**config.mk**
```make
export PLATFORM = sky130hd
export DESIGN_NAME = ufc_top
export DESIGN_NICKNAME = d
export VERILOG_FILES = /design/src/hw/ufc_pkg.sv /design/src/hw/ufc_top.sv
export SDC_FILE = /design/constraint.sdc
export NUM_CORES = 1
export LEC_CHECK = 0
export ABC_CLOCK_PERIOD_IN_PS = 1770
export BUFFER_PORTS_ARGS = -buffer_cell sky130_fd_sc_hd__buf_2
export CORE_ASPECT_RATIO = 1.25
export CORE_MARGIN = 2
export CORE_UTILIZATION = 50
export CTS_BUF_LIST = sky130_fd_sc_hd__clkbuf_4
export CTS_CLUSTER_SIZE = 16
export DETAILED_ROUTE_END_ITERATION = 16
export PLACE_DENSITY = 0.8
export SETUP_SLACK_MARGIN = 0.5
export SYNTH_ARGS = -nofsm -noshare
export SYNTH_HDL_FRONTEND = slang
export SYNTH_SLANG_ARGS = --single-unit
```
**constraint.sdc**
```tcl
create_clock -name ref_clk_in -period 1.77 [get_ports ref_clk_in]
set_input_delay 0.0885 -clock ref_clk_in [delete_from_list [all_inputs] [get_ports ref_clk_in]]
set_output_delay 0.0885 -clock ref_clk_in [all_outputs]
set_load 0.005 [all_outputs]
```
**src/hw/ufc_pkg.sv**
```systemverilog
// Package for the UART flow control and multidrop addressing block
package ufc_pkg;
   // ---------------------------------------------------------------
   // Register map (APB byte addresses)
   // ---------------------------------------------------------------
   localparam logic [7:0] CTRL_ADDR   = 8'h00;
   localparam logic [7:0] ADDR_ADDR   = 8'h04;
   localparam logic [7:0] STAT_ADDR   = 8'h08;
   // ---------------------------------------------------------------
   // Control, address and status field positions
   // ---------------------------------------------------------------
   localparam int CTL_CTS_EN   = 0;
   localparam int CTL_RTS_EN   = 1;
   localparam int CTL_RTS_LVL  = 2;
   localparam int CTL_GAP_MODE = 3;
   localparam int CTL_NINE     = 4;
   localparam int CTL_NINE_VAL = 5;
   localparam int CTL_GAP_REQ  = 6;
   localparam int CTL_LVL_LSB  = 8;
   localparam int CTL_UART_EN  = 12;
   localparam int ADR_NODE_LSB = 0;
   localparam int ADR_MASK_LSB = 8;
   localparam int ST_TAG       = 0;
   localparam int ST_BUSY      = 1;
   localparam int ST_HIT       = 2;
   localparam int ST_CTS       = 3;
   localparam int ST_RTS       = 4;
   localparam int ST_PASS      = 5;
   // ---------------------------------------------------------------
   // Reset values and timing in bit times
   // ---------------------------------------------------------------
   localparam logic [7:0] MASK_RST  = 8'hFF;
   localparam logic [7:0] NODE_RST  = 8'h00;
   localparam logic [3:0] LVL_RST   = 4'h4;
   localparam logic [3:0] IDLE_BITS = 4'hA;
   localparam logic [3:0] GAP_BITS  = 4'hB;
endpackage : ufc_pkg

```
**src/hw/ufc_top.sv**
```systemverilog
// Flow control, idle-line and 9-bit address logic of a UART
//
// Summary of operation
// - RTS and CTS both active low
// - Two enables select RTS and CTS control
// - Auto RTS ignores manual level bit
// - RTS high at watermark, low below
// - No RTS control: receive until FIFO full
// - CTS low and data needed to start
// - CTS high finishes current character first
// - CTS disabled: send until FIFO empty
// - Ten idle bits detect gap, stop baud
// - Gap mode uses no parity, 8 bits
// - Address after gap gates following characters
// - Tag set on gap, cleared on match
// - Gap request sends eleven idle bits
// - Gap request clears after address sent
// - Busy spans gap, sends, receive idle
// - Ninth-bit mode ignores parity, 8 bits
// - Tagged byte compared; mismatch drops data
// - Mask selects compared bits, resets 0xFF
// - Transmit sends ninth bit value
//
// Implementation choices: the APB slave port and the placing of the registers.
`timescale 1ns/1ps
module ufc_top #(
   parameter int FIFO_DEPTH = 16
) (
   // Clock and reset
   input  wire logic        ref_clk_in,
   input  wire logic        srst_in,
   // APB slave
   input  wire logic        psel_in,
   input  wire logic        penable_in,
   input  wire logic        pwrite_in,
   input  wire logic [7:0]  paddr_in,
   input  wire logic [31:0] pwdata_in,
   output logic      [31:0] prdata_out,
   output logic             pready_out,
   output logic             pslverr_out,
   // Link pins
   input  wire logic        cts_n_in,
   output logic             rts_n_out,
   // UART core: receive side
   input  wire logic [4:0]  rx_fill_in,
   input  wire logic        rx_char_in,
   input  wire logic [7:0]  rx_byte_in,
   input  wire logic        rx_ninth_in,
   input  wire logic        rx_start_in,
   input  wire logic        rx_bit_tick_in,
   input  wire logic        rx_line_in,
   output logic             rx_store_out,
   output logic             baud_halt_out,
   // UART core: transmit side
   input  wire logic        tx_fifo_empty_in,
   input  wire logic        tx_shift_ready_in,
   input  wire logic        tx_bit_tick_in,
   input  wire logic        tx_done_in,
   output logic             tx_start_out,
   output logic             tx_ninth_out,
   output logic             tx_gap_out,
   output logic             busy_out,
   output logic             node_hit_out
);
   initial begin
      if (FIFO_DEPTH < 2 || FIFO_DEPTH > 16) begin
         $error("ufc_top: FIFO_DEPTH must be 2..16");
      end
   end

   // ---------------------------------------------------------------
   // Registers
   // ---------------------------------------------------------------
   typedef enum logic [1:0] {UFC_TX_IDLE, UFC_TX_GAP, UFC_TX_SEND} ufc_tx_t;

   // Control fields
   logic        cts_en_r;
   logic        rts_en_r;
   logic        rts_lvl_r;
   logic        gap_mode_r;
   logic        nine_r;
   logic        nine_val_r;
   logic        gap_req_r;
   logic        uart_en_r;
   logic [3:0]  lvl_r;
   logic [7:0]  node_r;
   logic [7:0]  mask_r;
   // Clear-to-send synchroniser
   logic        cts_s1_r;
   logic        cts_s2_r;
   // Receive addressing state
   logic        tag_r;
   logic        pass_r;
   logic        hit_r;
   logic        rx_busy_r;
   logic        halt_r;
   logic [3:0]  rx_idle_cnt_r;
   // Transmit gap state
   logic [3:0]  gap_cnt_r;
   logic        gap_addr_r;
   ufc_tx_t     tx_st_r;
   // Output flops
   logic        rts_n_r;
   logic        store_r;
   logic        start_r;
   logic        hit_pulse_r;
   logic [31:0] prdata_r;
   logic        pready_r;
   logic        pslverr_r;

   // ---------------------------------------------------------------
   // Bus decode
   // ---------------------------------------------------------------
   wire bus_setup = psel_in && !penable_in;
   wire wr_ctrl   = bus_setup && pwrite_in && (paddr_in == ufc_pkg::CTRL_ADDR);
   wire wr_addr   = bus_setup && pwrite_in && (paddr_in == ufc_pkg::ADDR_ADDR);
   wire hit_ctrl  = (paddr_in == ufc_pkg::CTRL_ADDR);
   wire hit_adr   = (paddr_in == ufc_pkg::ADDR_ADDR);
   wire hit_stat  = (paddr_in == ufc_pkg::STAT_ADDR);
   wire bad_addr  = !(hit_ctrl || hit_adr || hit_stat);

   // Address compare under the node mask
   function automatic logic node_match(input logic [7:0] b, input logic [7:0] n,
                                       input logic [7:0] m);
      node_match = ((b ^ n) & m) == 8'h00;
   endfunction : node_match

   // ---------------------------------------------------------------
   // Flow control
   // ---------------------------------------------------------------
   wire        cts_ok    = !cts_s2_r;
   wire [4:0]  lvl_ext   = {1'b0, lvl_r};
   wire        at_mark   = rx_fill_in >= lvl_ext;
   wire        rts_n_nxt = rts_en_r ? at_mark : rts_lvl_r;
   wire        cts_gate  = cts_en_r ? cts_ok : 1'b1;
   wire        can_send  = uart_en_r && !tx_fifo_empty_in && tx_shift_ready_in
                           && cts_gate;

   // ---------------------------------------------------------------
   // Receive addressing
   // ---------------------------------------------------------------
   wire rx_match  = node_match(rx_byte_in, node_r, mask_r);
   wire addr_nine = nine_r && rx_ninth_in;
   wire addr_gap  = gap_mode_r && tag_r && !pass_r;
   wire is_addr   = rx_char_in && (addr_nine || addr_gap);
   wire multi     = nine_r || gap_mode_r;
   wire pass_nxt  = is_addr ? rx_match : pass_r;
   wire store_nxt = rx_char_in && uart_en_r && (!multi || pass_nxt)
                    && (rx_fill_in < 5'(FIFO_DEPTH));
   wire idle_seen = gap_mode_r && rx_bit_tick_in && rx_line_in
                    && (rx_idle_cnt_r == ufc_pkg::IDLE_BITS - 4'h1);

   // ---------------------------------------------------------------
   // Transmit gap sequencer
   // ---------------------------------------------------------------
   wire gap_last = tx_bit_tick_in && (gap_cnt_r == ufc_pkg::GAP_BITS - 4'h1);

   // ---------------------------------------------------------------
   // Clear-to-send synchroniser
   // ---------------------------------------------------------------
   // The pin comes from the peer's clock domain; only the second flop is read
   always_ff @(posedge ref_clk_in) begin
      if (srst_in) begin
         cts_s1_r <= 1'b1;
         cts_s2_r <= 1'b1;
      end else begin
         cts_s1_r <= cts_n_in;
         cts_s2_r <= cts_s1_r;
      end
   end

   // ---------------------------------------------------------------
   // Control registers
   // ---------------------------------------------------------------
   always_ff @(posedge ref_clk_in) begin
      if (srst_in) begin
         cts_en_r   <= 1'b0;
         rts_en_r   <= 1'b0;
         rts_lvl_r  <= 1'b1;
         gap_mode_r <= 1'b0;
         nine_r     <= 1'b0;
         nine_val_r <= 1'b0;
         uart_en_r  <= 1'b0;
         lvl_r      <= ufc_pkg::LVL_RST;
         node_r     <= ufc_pkg::NODE_RST;
         mask_r     <= ufc_pkg::MASK_RST;
      end else begin
         if (wr_ctrl) begin
            cts_en_r   <= pwdata_in[ufc_pkg::CTL_CTS_EN];
            rts_en_r   <= pwdata_in[ufc_pkg::CTL_RTS_EN];
            rts_lvl_r  <= pwdata_in[ufc_pkg::CTL_RTS_LVL];
            gap_mode_r <= pwdata_in[ufc_pkg::CTL_GAP_MODE];
            nine_r     <= pwdata_in[ufc_pkg::CTL_NINE];
            nine_val_r <= pwdata_in[ufc_pkg::CTL_NINE_VAL];
            uart_en_r  <= pwdata_in[ufc_pkg::CTL_UART_EN];
            lvl_r      <= pwdata_in[ufc_pkg::CTL_LVL_LSB +: 4];
         end
         if (wr_addr) begin
            node_r <= pwdata_in[ufc_pkg::ADR_NODE_LSB +: 8];
            mask_r <= pwdata_in[ufc_pkg::ADR_MASK_LSB +: 8];
         end
      end
   end

   // ---------------------------------------------------------------
   // Receive side: gap detection, tag, pass gate
   // ---------------------------------------------------------------
   always_ff @(posedge ref_clk_in) begin
      if (srst_in) begin
         tag_r         <= 1'b0;
         pass_r        <= 1'b0;
         hit_r         <= 1'b0;
         rx_busy_r     <= 1'b0;
         halt_r        <= 1'b0;
         rx_idle_cnt_r <= 4'h0;
         rts_n_r       <= 1'b1;
         store_r       <= 1'b0;
         hit_pulse_r   <= 1'b0;
      end else begin
         rts_n_r     <= rts_n_nxt;
         store_r     <= store_nxt;
         hit_pulse_r <= is_addr && rx_match && nine_r;
         // A gap closes the block, so the next character is an address again
         if (is_addr) begin
            pass_r <= rx_match;
         end else if (idle_seen) begin
            pass_r <= 1'b0;
         end
         // Set wins over the software clear of the hit flag
         if (is_addr && rx_match) begin
            hit_r <= 1'b1;
         end else if (wr_ctrl) begin
            hit_r <= 1'b0;
         end
         if (idle_seen || (is_addr && !rx_match)) begin
            tag_r <= 1'b1;
         end else if (is_addr && rx_match) begin
            tag_r <= 1'b0;
         end
         if (rx_start_in) begin
            halt_r        <= 1'b0;
            rx_busy_r     <= 1'b1;
            rx_idle_cnt_r <= 4'h0;
         end else if (idle_seen) begin
            halt_r        <= 1'b1;
            rx_busy_r     <= 1'b0;
            rx_idle_cnt_r <= 4'h0;
         end else if (gap_mode_r && rx_bit_tick_in && !halt_r) begin
            rx_idle_cnt_r <= rx_line_in ? rx_idle_cnt_r + 4'h1 : 4'h0;
         end
      end
   end

   // ---------------------------------------------------------------
   // Transmit side: gap insertion and start gating
   // ---------------------------------------------------------------
   always_ff @(posedge ref_clk_in) begin
      if (srst_in) begin
         gap_req_r  <= 1'b0;
         gap_cnt_r  <= 4'h0;
         gap_addr_r <= 1'b0;
         tx_st_r    <= UFC_TX_IDLE;
         start_r    <= 1'b0;
      end else begin
         start_r <= 1'b0;
         if (wr_ctrl && pwdata_in[ufc_pkg::CTL_GAP_REQ]) begin
            gap_req_r <= 1'b1;
         end else if (gap_addr_r && tx_done_in) begin
            gap_req_r <= 1'b0;
         end
         if (gap_addr_r && tx_done_in) begin
            gap_addr_r <= 1'b0;
         end
         case (tx_st_r)
            UFC_TX_IDLE: begin
               // Wait for the shifter, so an ongoing character finishes first
               if (gap_mode_r && gap_req_r && !gap_addr_r && tx_shift_ready_in) begin
                  tx_st_r   <= UFC_TX_GAP;
                  gap_cnt_r <= 4'h0;
               end else if (can_send) begin
                  start_r <= 1'b1;
                  tx_st_r <= UFC_TX_SEND;
               end
            end
            UFC_TX_GAP: begin
               if (gap_last) begin
                  tx_st_r    <= UFC_TX_IDLE;
                  gap_addr_r <= 1'b1;
               end else if (tx_bit_tick_in) begin
                  gap_cnt_r <= gap_cnt_r + 4'h1;
               end
            end
            UFC_TX_SEND: begin
               // CTS is looked at again only once this character is done
               if (tx_done_in) begin
                  tx_st_r <= UFC_TX_IDLE;
               end
            end
            default: tx_st_r <= UFC_TX_IDLE;
         endcase
      end
   end

   // ---------------------------------------------------------------
   // Outputs
   // ---------------------------------------------------------------
   logic tx_ninth_r;
   logic tx_gap_r;
   logic busy_r;
   always_ff @(posedge ref_clk_in) begin
      if (srst_in) begin
         tx_ninth_r <= 1'b0;
         tx_gap_r   <= 1'b0;
         busy_r     <= 1'b0;
      end else begin
         tx_ninth_r <= nine_r && nine_val_r;
         tx_gap_r   <= (tx_st_r == UFC_TX_GAP);
         busy_r     <= (tx_st_r != UFC_TX_IDLE) || gap_addr_r
                       || (gap_mode_r && rx_busy_r);
      end
   end

   // ---------------------------------------------------------------
   // APB read path: answered in the access cycle, no wait states
   // ---------------------------------------------------------------
   wire [31:0] ctrl_rd = {19'h0, uart_en_r, lvl_r, 1'b0, gap_req_r, nine_val_r,
                          nine_r, gap_mode_r, rts_lvl_r, rts_en_r, cts_en_r};
   wire [31:0] adr_rd  = {16'h0, mask_r, node_r};
   wire [31:0] stat_rd = {26'h0, pass_r, rts_n_r, cts_ok, hit_r, busy_r, tag_r};
   wire [31:0] rd_mux  = hit_ctrl ? ctrl_rd : hit_adr ? adr_rd :
                         hit_stat ? stat_rd : 32'h0000_0000;

   always_ff @(posedge ref_clk_in) begin
      if (srst_in) begin
         prdata_r  <= 32'h0000_0000;
         pready_r  <= 1'b0;
         pslverr_r <= 1'b0;
      end else begin
         pready_r  <= bus_setup;
         pslverr_r <= bus_setup && bad_addr;
         prdata_r  <= (bus_setup && !pwrite_in) ? rd_mux : 32'h0000_0000;
      end
   end

   assign prdata_out    = prdata_r;
   assign pready_out    = pready_r;
   assign pslverr_out   = pslverr_r;
   assign rts_n_out     = rts_n_r;
   assign rx_store_out  = store_r;
   assign baud_halt_out = halt_r;
   assign tx_start_out  = start_r;
   assign tx_ninth_out  = tx_ninth_r;
   assign tx_gap_out    = tx_gap_r;
   assign busy_out      = busy_r;
   assign node_hit_out  = hit_pulse_r;
endmodule : ufc_top

```
# After elaboration in Yosys (flattened, before gate mapping)
# Index checks and enable logic that the tools add are counted.
# W data, S select, Z words.
[op_classes]
n_addsub = 2
order_cmp = 2
eq_ne = 12
muxes = 29
bitwise = 4
n_reduce_logical = 67
[ops]
columns = ["cell", "count"]
rows = [
  ["$logic_and A1 B1 Y1", 31],
  ["$logic_not A8 Y1", 2],
  ["$mux W1", 16],
  ["$mux W16", 1],
  ["$mux W4", 4],
  ["$reduce_bool A2 Y1", 7],
  ["$mux W13", 1],
  ["$logic_not A1 Y1", 10],
  ["$ne A2 B2 Y1 const B", 5],
  ["$reduce_or A3 Y1", 3],
  ["$add A4 B1 Y4 const B", 2],
  ["$and A8 B8 Y8", 1],
  ["$eq A4 B4 Y1 const B", 2],
  ["$eq A8 B3 Y1 const B", 1],
  ["$eq A8 B4 Y1 const B", 1],
  ["$logic_or A1 B1 Y1", 8],
  ["$mux W2", 4],
  ["$pmux W4 S2", 1],
  ["$xor A8 B8 Y8", 1],
  ["$mux W6", 1],
  ["$pmux W2 S3", 1],
  ["$ge A5 B4 Y1", 1],
  ["$lt A5 B5 Y1 const B", 1],
  ["$reduce_and A4 Y1", 1],
  ["other kinds (8)", 10],
]
[totals]
register_bits = 87
in_bits = 68
out_inout_bits = 42
word_cells = 150

# Depth between registers and ports, before layout
[depth]
word_depth = 8
depth_mapped = 7
depth_no_buf = 7

# Worst setup path before layout
# OpenSTA, ideal clock, no wires.
[synth_timing]
path_type = "input to register"
from = "in paddr_in[1]"
to = "reg node_r[7]"
setup_time_ps = 128
t_arrival_ps = 1285
required_time_ps = 1642
slack_ps = 357
path_stages = 6
n_path_buf = 2
path_cell_list = "or4b_4 > nor2_8 > buf_8 > buf_12 > mux2i_1 > nor2_1"
[synth_via]
elab_chain_cells = 2
[synth_lines]
columns = ["item", "line", "source"]
rows = [
  ["start, declared", "ufc_top.sv:36", "input wire logic [7:0] paddr_in,"],
  ["$eq A8 B3 Y1", "ufc_top.sv:116", "wire wr_addr = bus_setup && pwrite_in && (paddr_in == ufc_pkg::ADDR_ADDR);"],
  ["$logic_and A1 B1 Y1", "ufc_top.sv:116", ""],
  ["end signal, assigned", "ufc_top.sv:185", "node_r <= ufc_pkg::NODE_RST;"],
  ["end signal, assigned", "ufc_top.sv:199", "node_r <= pwdata_in[ufc_pkg::ADR_NODE_LSB +: 8];"],
  ["end, declared", "ufc_top.sv:86", "logic [7:0] node_r;"],
]
# No other way between the ends.
# A chain may end at the register's enable or synchronous reset.

# Worst setup path after layout
[layout_timing]
from = "reg node_r[7]"
to = "reg store_r, in the netlist rx_store_out"
[layout_via]
elab_chain_cells = 7
[layout_lines]
columns = ["item", "line", "source"]
rows = [
  ["$xor A8 B8 Y8", "ufc_top.sv:125", "node_match = ((b ^ n) & m) == 8'h00;"],
  ["$and A8 B8 Y8", "ufc_top.sv:125", ""],
  ["$logic_not A8 Y1", "ufc_top.sv:125", ""],
  ["$mux W1", "ufc_top.sv:147", "wire pass_nxt = is_addr ? rx_match : pass_r;"],
  ["$logic_or A1 B1 Y1", "ufc_top.sv:148", "wire store_nxt = rx_char_in && uart_en_r && (!multi || pass_nxt)"],
  ["$logic_and A1 B1 Y1", "ufc_top.sv:148", ""],
  ["$logic_and A1 B1 Y1", "ufc_top.sv:149", "&& (rx_fill_in < 5'(FIFO_DEPTH));"],
  ["end signal, assigned", "ufc_top.sv:221", "store_r <= store_nxt;"],
  ["end, declared", "ufc_top.sv:104", "logic store_r;"],
]
# No other way between the ends.

==> results.sh <==
export IMPL_layout_commonest_cell="buf_2"
export IMPL_slowest_delay_ns=0.34
export IMPL_hold_viol_final=0
export IMPL_cp_num_buf_inv=0
export IMPL_clock_skew_ns=0.0123
export IMPL_drive_gt1_share_pct=33.5
export IMPL_synth_seq_cells=71
export IMPL_postRouteAntennaNets=0
export IMPL_cp_end_kind="flip-flop"
export IMPL_crit_type="flip-flop to flip-flop"
export IMPL_area_growth_pct=32.1
export IMPL_outcome="finished, final reports clean"
export IMPL_start_util_pct=50.9
export IMPL_ir_drop_uv=390
export IMPL_clock_sinks=71
export IMPL_drt_pass1_iterations=5
export IMPL_fmax_mhz=636
export IMPL_tns_ns=0
export IMPL_grt_max_degree=51
export IMPL_n_fill_cell=473
export IMPL_io_pins=110
export IMPL_drv_cap=0
export IMPL_grt_usage_pct=22.8
export IMPL_syn_cell_area_um2=3100
export IMPL_drc=0
export IMPL_worst_slew_pin_slew_ns=0.541
export IMPL_fin_nets=507
export IMPL_htreeDepth=3
export IMPL_crit_family="compound AO/OA/AOI/OAI gates"
export IMPL_cp_start_kind="flip-flop"
export IMPL_overflow=0
export IMPL_path_max_fanout=3
export IMPL_wl_per_cell_um=14.6
export IMPL_gp_congestion=0.854
export IMPL_cellLeakagePower_nw=1.79
export IMPL_ff_latch_area_um2=1450
export IMPL_final_cell_mix="buf_2 (77), dfxtp_1 (56), nor2_1 (38)"
export IMPL_seq_area_frac_synth_pct=45.9
export IMPL_cp_required_ns=2.07
export IMPL_fin_total_pwr_mw=2.66
export IMPL_syn_instance_count=315
export IMPL_finalSetupViolations=0
export IMPL_dp_hpwl_um=4940
export IMPL_grt_pass1_vias=2612
export IMPL_final_max_slew_viol_count=0
export IMPL_num_vias=2754
export IMPL_syn_avg_cell_area_um2=9.83
export IMPL_multi_input_area_um2=1580
export IMPL_hold_path_class="input pin to flip-flop"
export IMPL_antenna_cells=0
export IMPL_cts_tree="built"
export IMPL_fin_crit_sh_pct=88.8
export IMPL_cts_root_buf="clkbuf_4"
export IMPL_drt_total_wl_um=7590
export IMPL_die_h_um=92.0
export IMPL_ys_flop_type="dfxtp_1"
export IMPL_clk_latency_ns=0.40
export IMPL_rsz0062_at_grt="true"
export IMPL_path_clk_slew_ns=0.11
export IMPL_cts_buffer_depth=2
export IMPL_first_iter_violations=229
export IMPL_yosysWarnings=0
export IMPL_crit_arrival_ns=1.87
export IMPL_synth_edff_count=0
export IMPL_num_rows=32
export IMPL_ys_async_sr_fraction_pct=0
export IMPL_slew_headroom_pct=63.9
export IMPL_core_area_um2=6090
export IMPL_dieArea_um2=6840
export IMPL_portBuffers=77
export IMPL_worstPathCellList="xor2_1, a22oi_1, nand4_1, or2_4, a2111oi_4"
export IMPL_antenna_found_initial=0
export IMPL_min_period_ns=1.57
export IMPL_synth_distinct_cells=52
export IMPL_synthTopCellsByArea="dfxtp_1 (46%), mux2i_1 (6.1%), nor2_1 (4.7%), buf_4 (4.1%), ha_1 (3.2%)"
export IMPL_die_w_um=74.4
export IMPL_powerDensity_nw_per_um2=649
export IMPL_yosysTopAreaCell="dfxtp_1"
export IMPL_slowest_stage="dfxtp_2"
export IMPL_grt_pass1_wl_um=11900
export IMPL_synth_top_cell_area_share_pct=45.9
export IMPL_numCtsBuffers=9
export IMPL_via_per_inst=5.29
-- Yosys cell counts (3+ instances only) --
cell type,n
dfxtp_1,71
a22oi_1,6
o21ai_0,3
nor2_1,39
nor2b_1,12
a21oi_1,15
nand2b_1,3
buf_2,3
and2_1,5
buf_4,17
xor2_1,10
a211o_1,10
mux2i_1,19
a32o_1,3
nand3_1,3
a22o_1,5
inv_1,14
nand3b_1,4
clkbuf_1,5
nor3_1,5
a222oi_1,5
nand2_1,14
ha_1,8
-- where the power goes --
group	internal [mW]	leakage, nW	switching [mW]	total (mW)
Clock	0.307	0.0617	0.540	0.847
Combinational	0.107	1.14	0.102	0.209
Sequential	1.60	0.582	0.00308	1.60
-- path summary, 6_finish.rpt --
check / startpoint / to / slack, ns / cells past startpoint
min: tx_done_in / gap_req_r$_SDFFE_PP0P_ / 0.02 / 4
max reg2reg: node_r[7]$_SDFFE_PP0P_ / rx_store_out$_SDFF_PP0_ / 0.20 / 5
min reg2reg: cts_s1_r$_SDFF_PP1_ / cts_s2_r$_SDFF_PP1_ / 0.43 / 1
max: node_r[7]$_SDFFE_PP0P_ / rx_store_out$_SDFF_PP0_ / 0.20 / 5
-- flip-flops by register name, summed over array words and instances, names as in the netlist, 2 cells and up --
signal         flops
mask_r             8
gap_cnt_r          4
node_r             8
rx_idle_cnt_r      4
prdata_out        16
lvl_r              4
tx_st_r            2
-- stage by stage --
stage / setup slack [ns] / util, % / hold slack, ns / instance area (um2) / instances
after floorplan: 0.378 / - / 0.167 / 3180 / 330
after global placement: 0.219 / 58.4 / 0.279 / 3550 / 472
after detailed placement: 0.198 / 58.4 / 0.275 / 3550 / 472
after CTS: 0.265 / 66.1 / 0.00623 / 4020 / 520
after global routing: 0.123 / 67.2 / 0.0113 / 4090 / 521
final: 0.198 / 67.2 / 0.0195 / 4090 / 521
-- layout make-up --
class | instances | share of cell area, %
repair buffers | 118 | 19.3
clock inverters | 5 | 0.612
clock buffers | 11 | 2.02
multi-input cells | 217 | 38.7
flip-flops and latches | 71 | 35.5
inverters | 14 | 1.35
well taps | 85 | 2.60
-- kinds of logic (layout without fill, tap and decap cells) --
| kind of cell | count (synthesis) | count (layout) | share of synthesized area [%] |
|---|---|---|---|
| compound gates | 59 | 59 | 14.3 |
| xor+xnor | 10 | 10 | 2.83 |
| fa+ha+maj | 8 | 8 | 3.23 |
| buf+inv | 42 | 148 | 8.16 |
| flops | 71 | 71 | 45.9 |
| mux | 19 | 19 | 6.14 |
| other cells | 1 | 16 | 0.121 |
| simple gates | 105 | 105 | 19.2 |
-- tightest hold or removal path: cells and delay by family --
| kind | cells | cell delay [ns] |
|---|---|---|
| AOI/OAI and AO/OA | 1 | 0.06 |
| buffers and inverters | 1 | 0.11 |
| and+or+nand+nor | 2 | 0.13 |
-- routing by layer --
metal,track usage [%],up-vias,wire length (um)
met2,37.9,108,3830
met5,0,-,0
met1,26.6,1311,3080
met4,13.2,0,251
met3,4.18,19,427
li1,-,1316,-
-- timing repair --
| item | CTS | global route |
|---|---|---|
| hold buffers | 27 | 0 |
| resized for setup | 16 | 19 |
| pin swaps | 11 | 17 |
| endpoints found under the setup margin | 16 | 19 |
| hold endpoints to repair | 42 | 0 |
| buffers inserted | 5 | 1 |
Power figures use the tool's default switching activity.
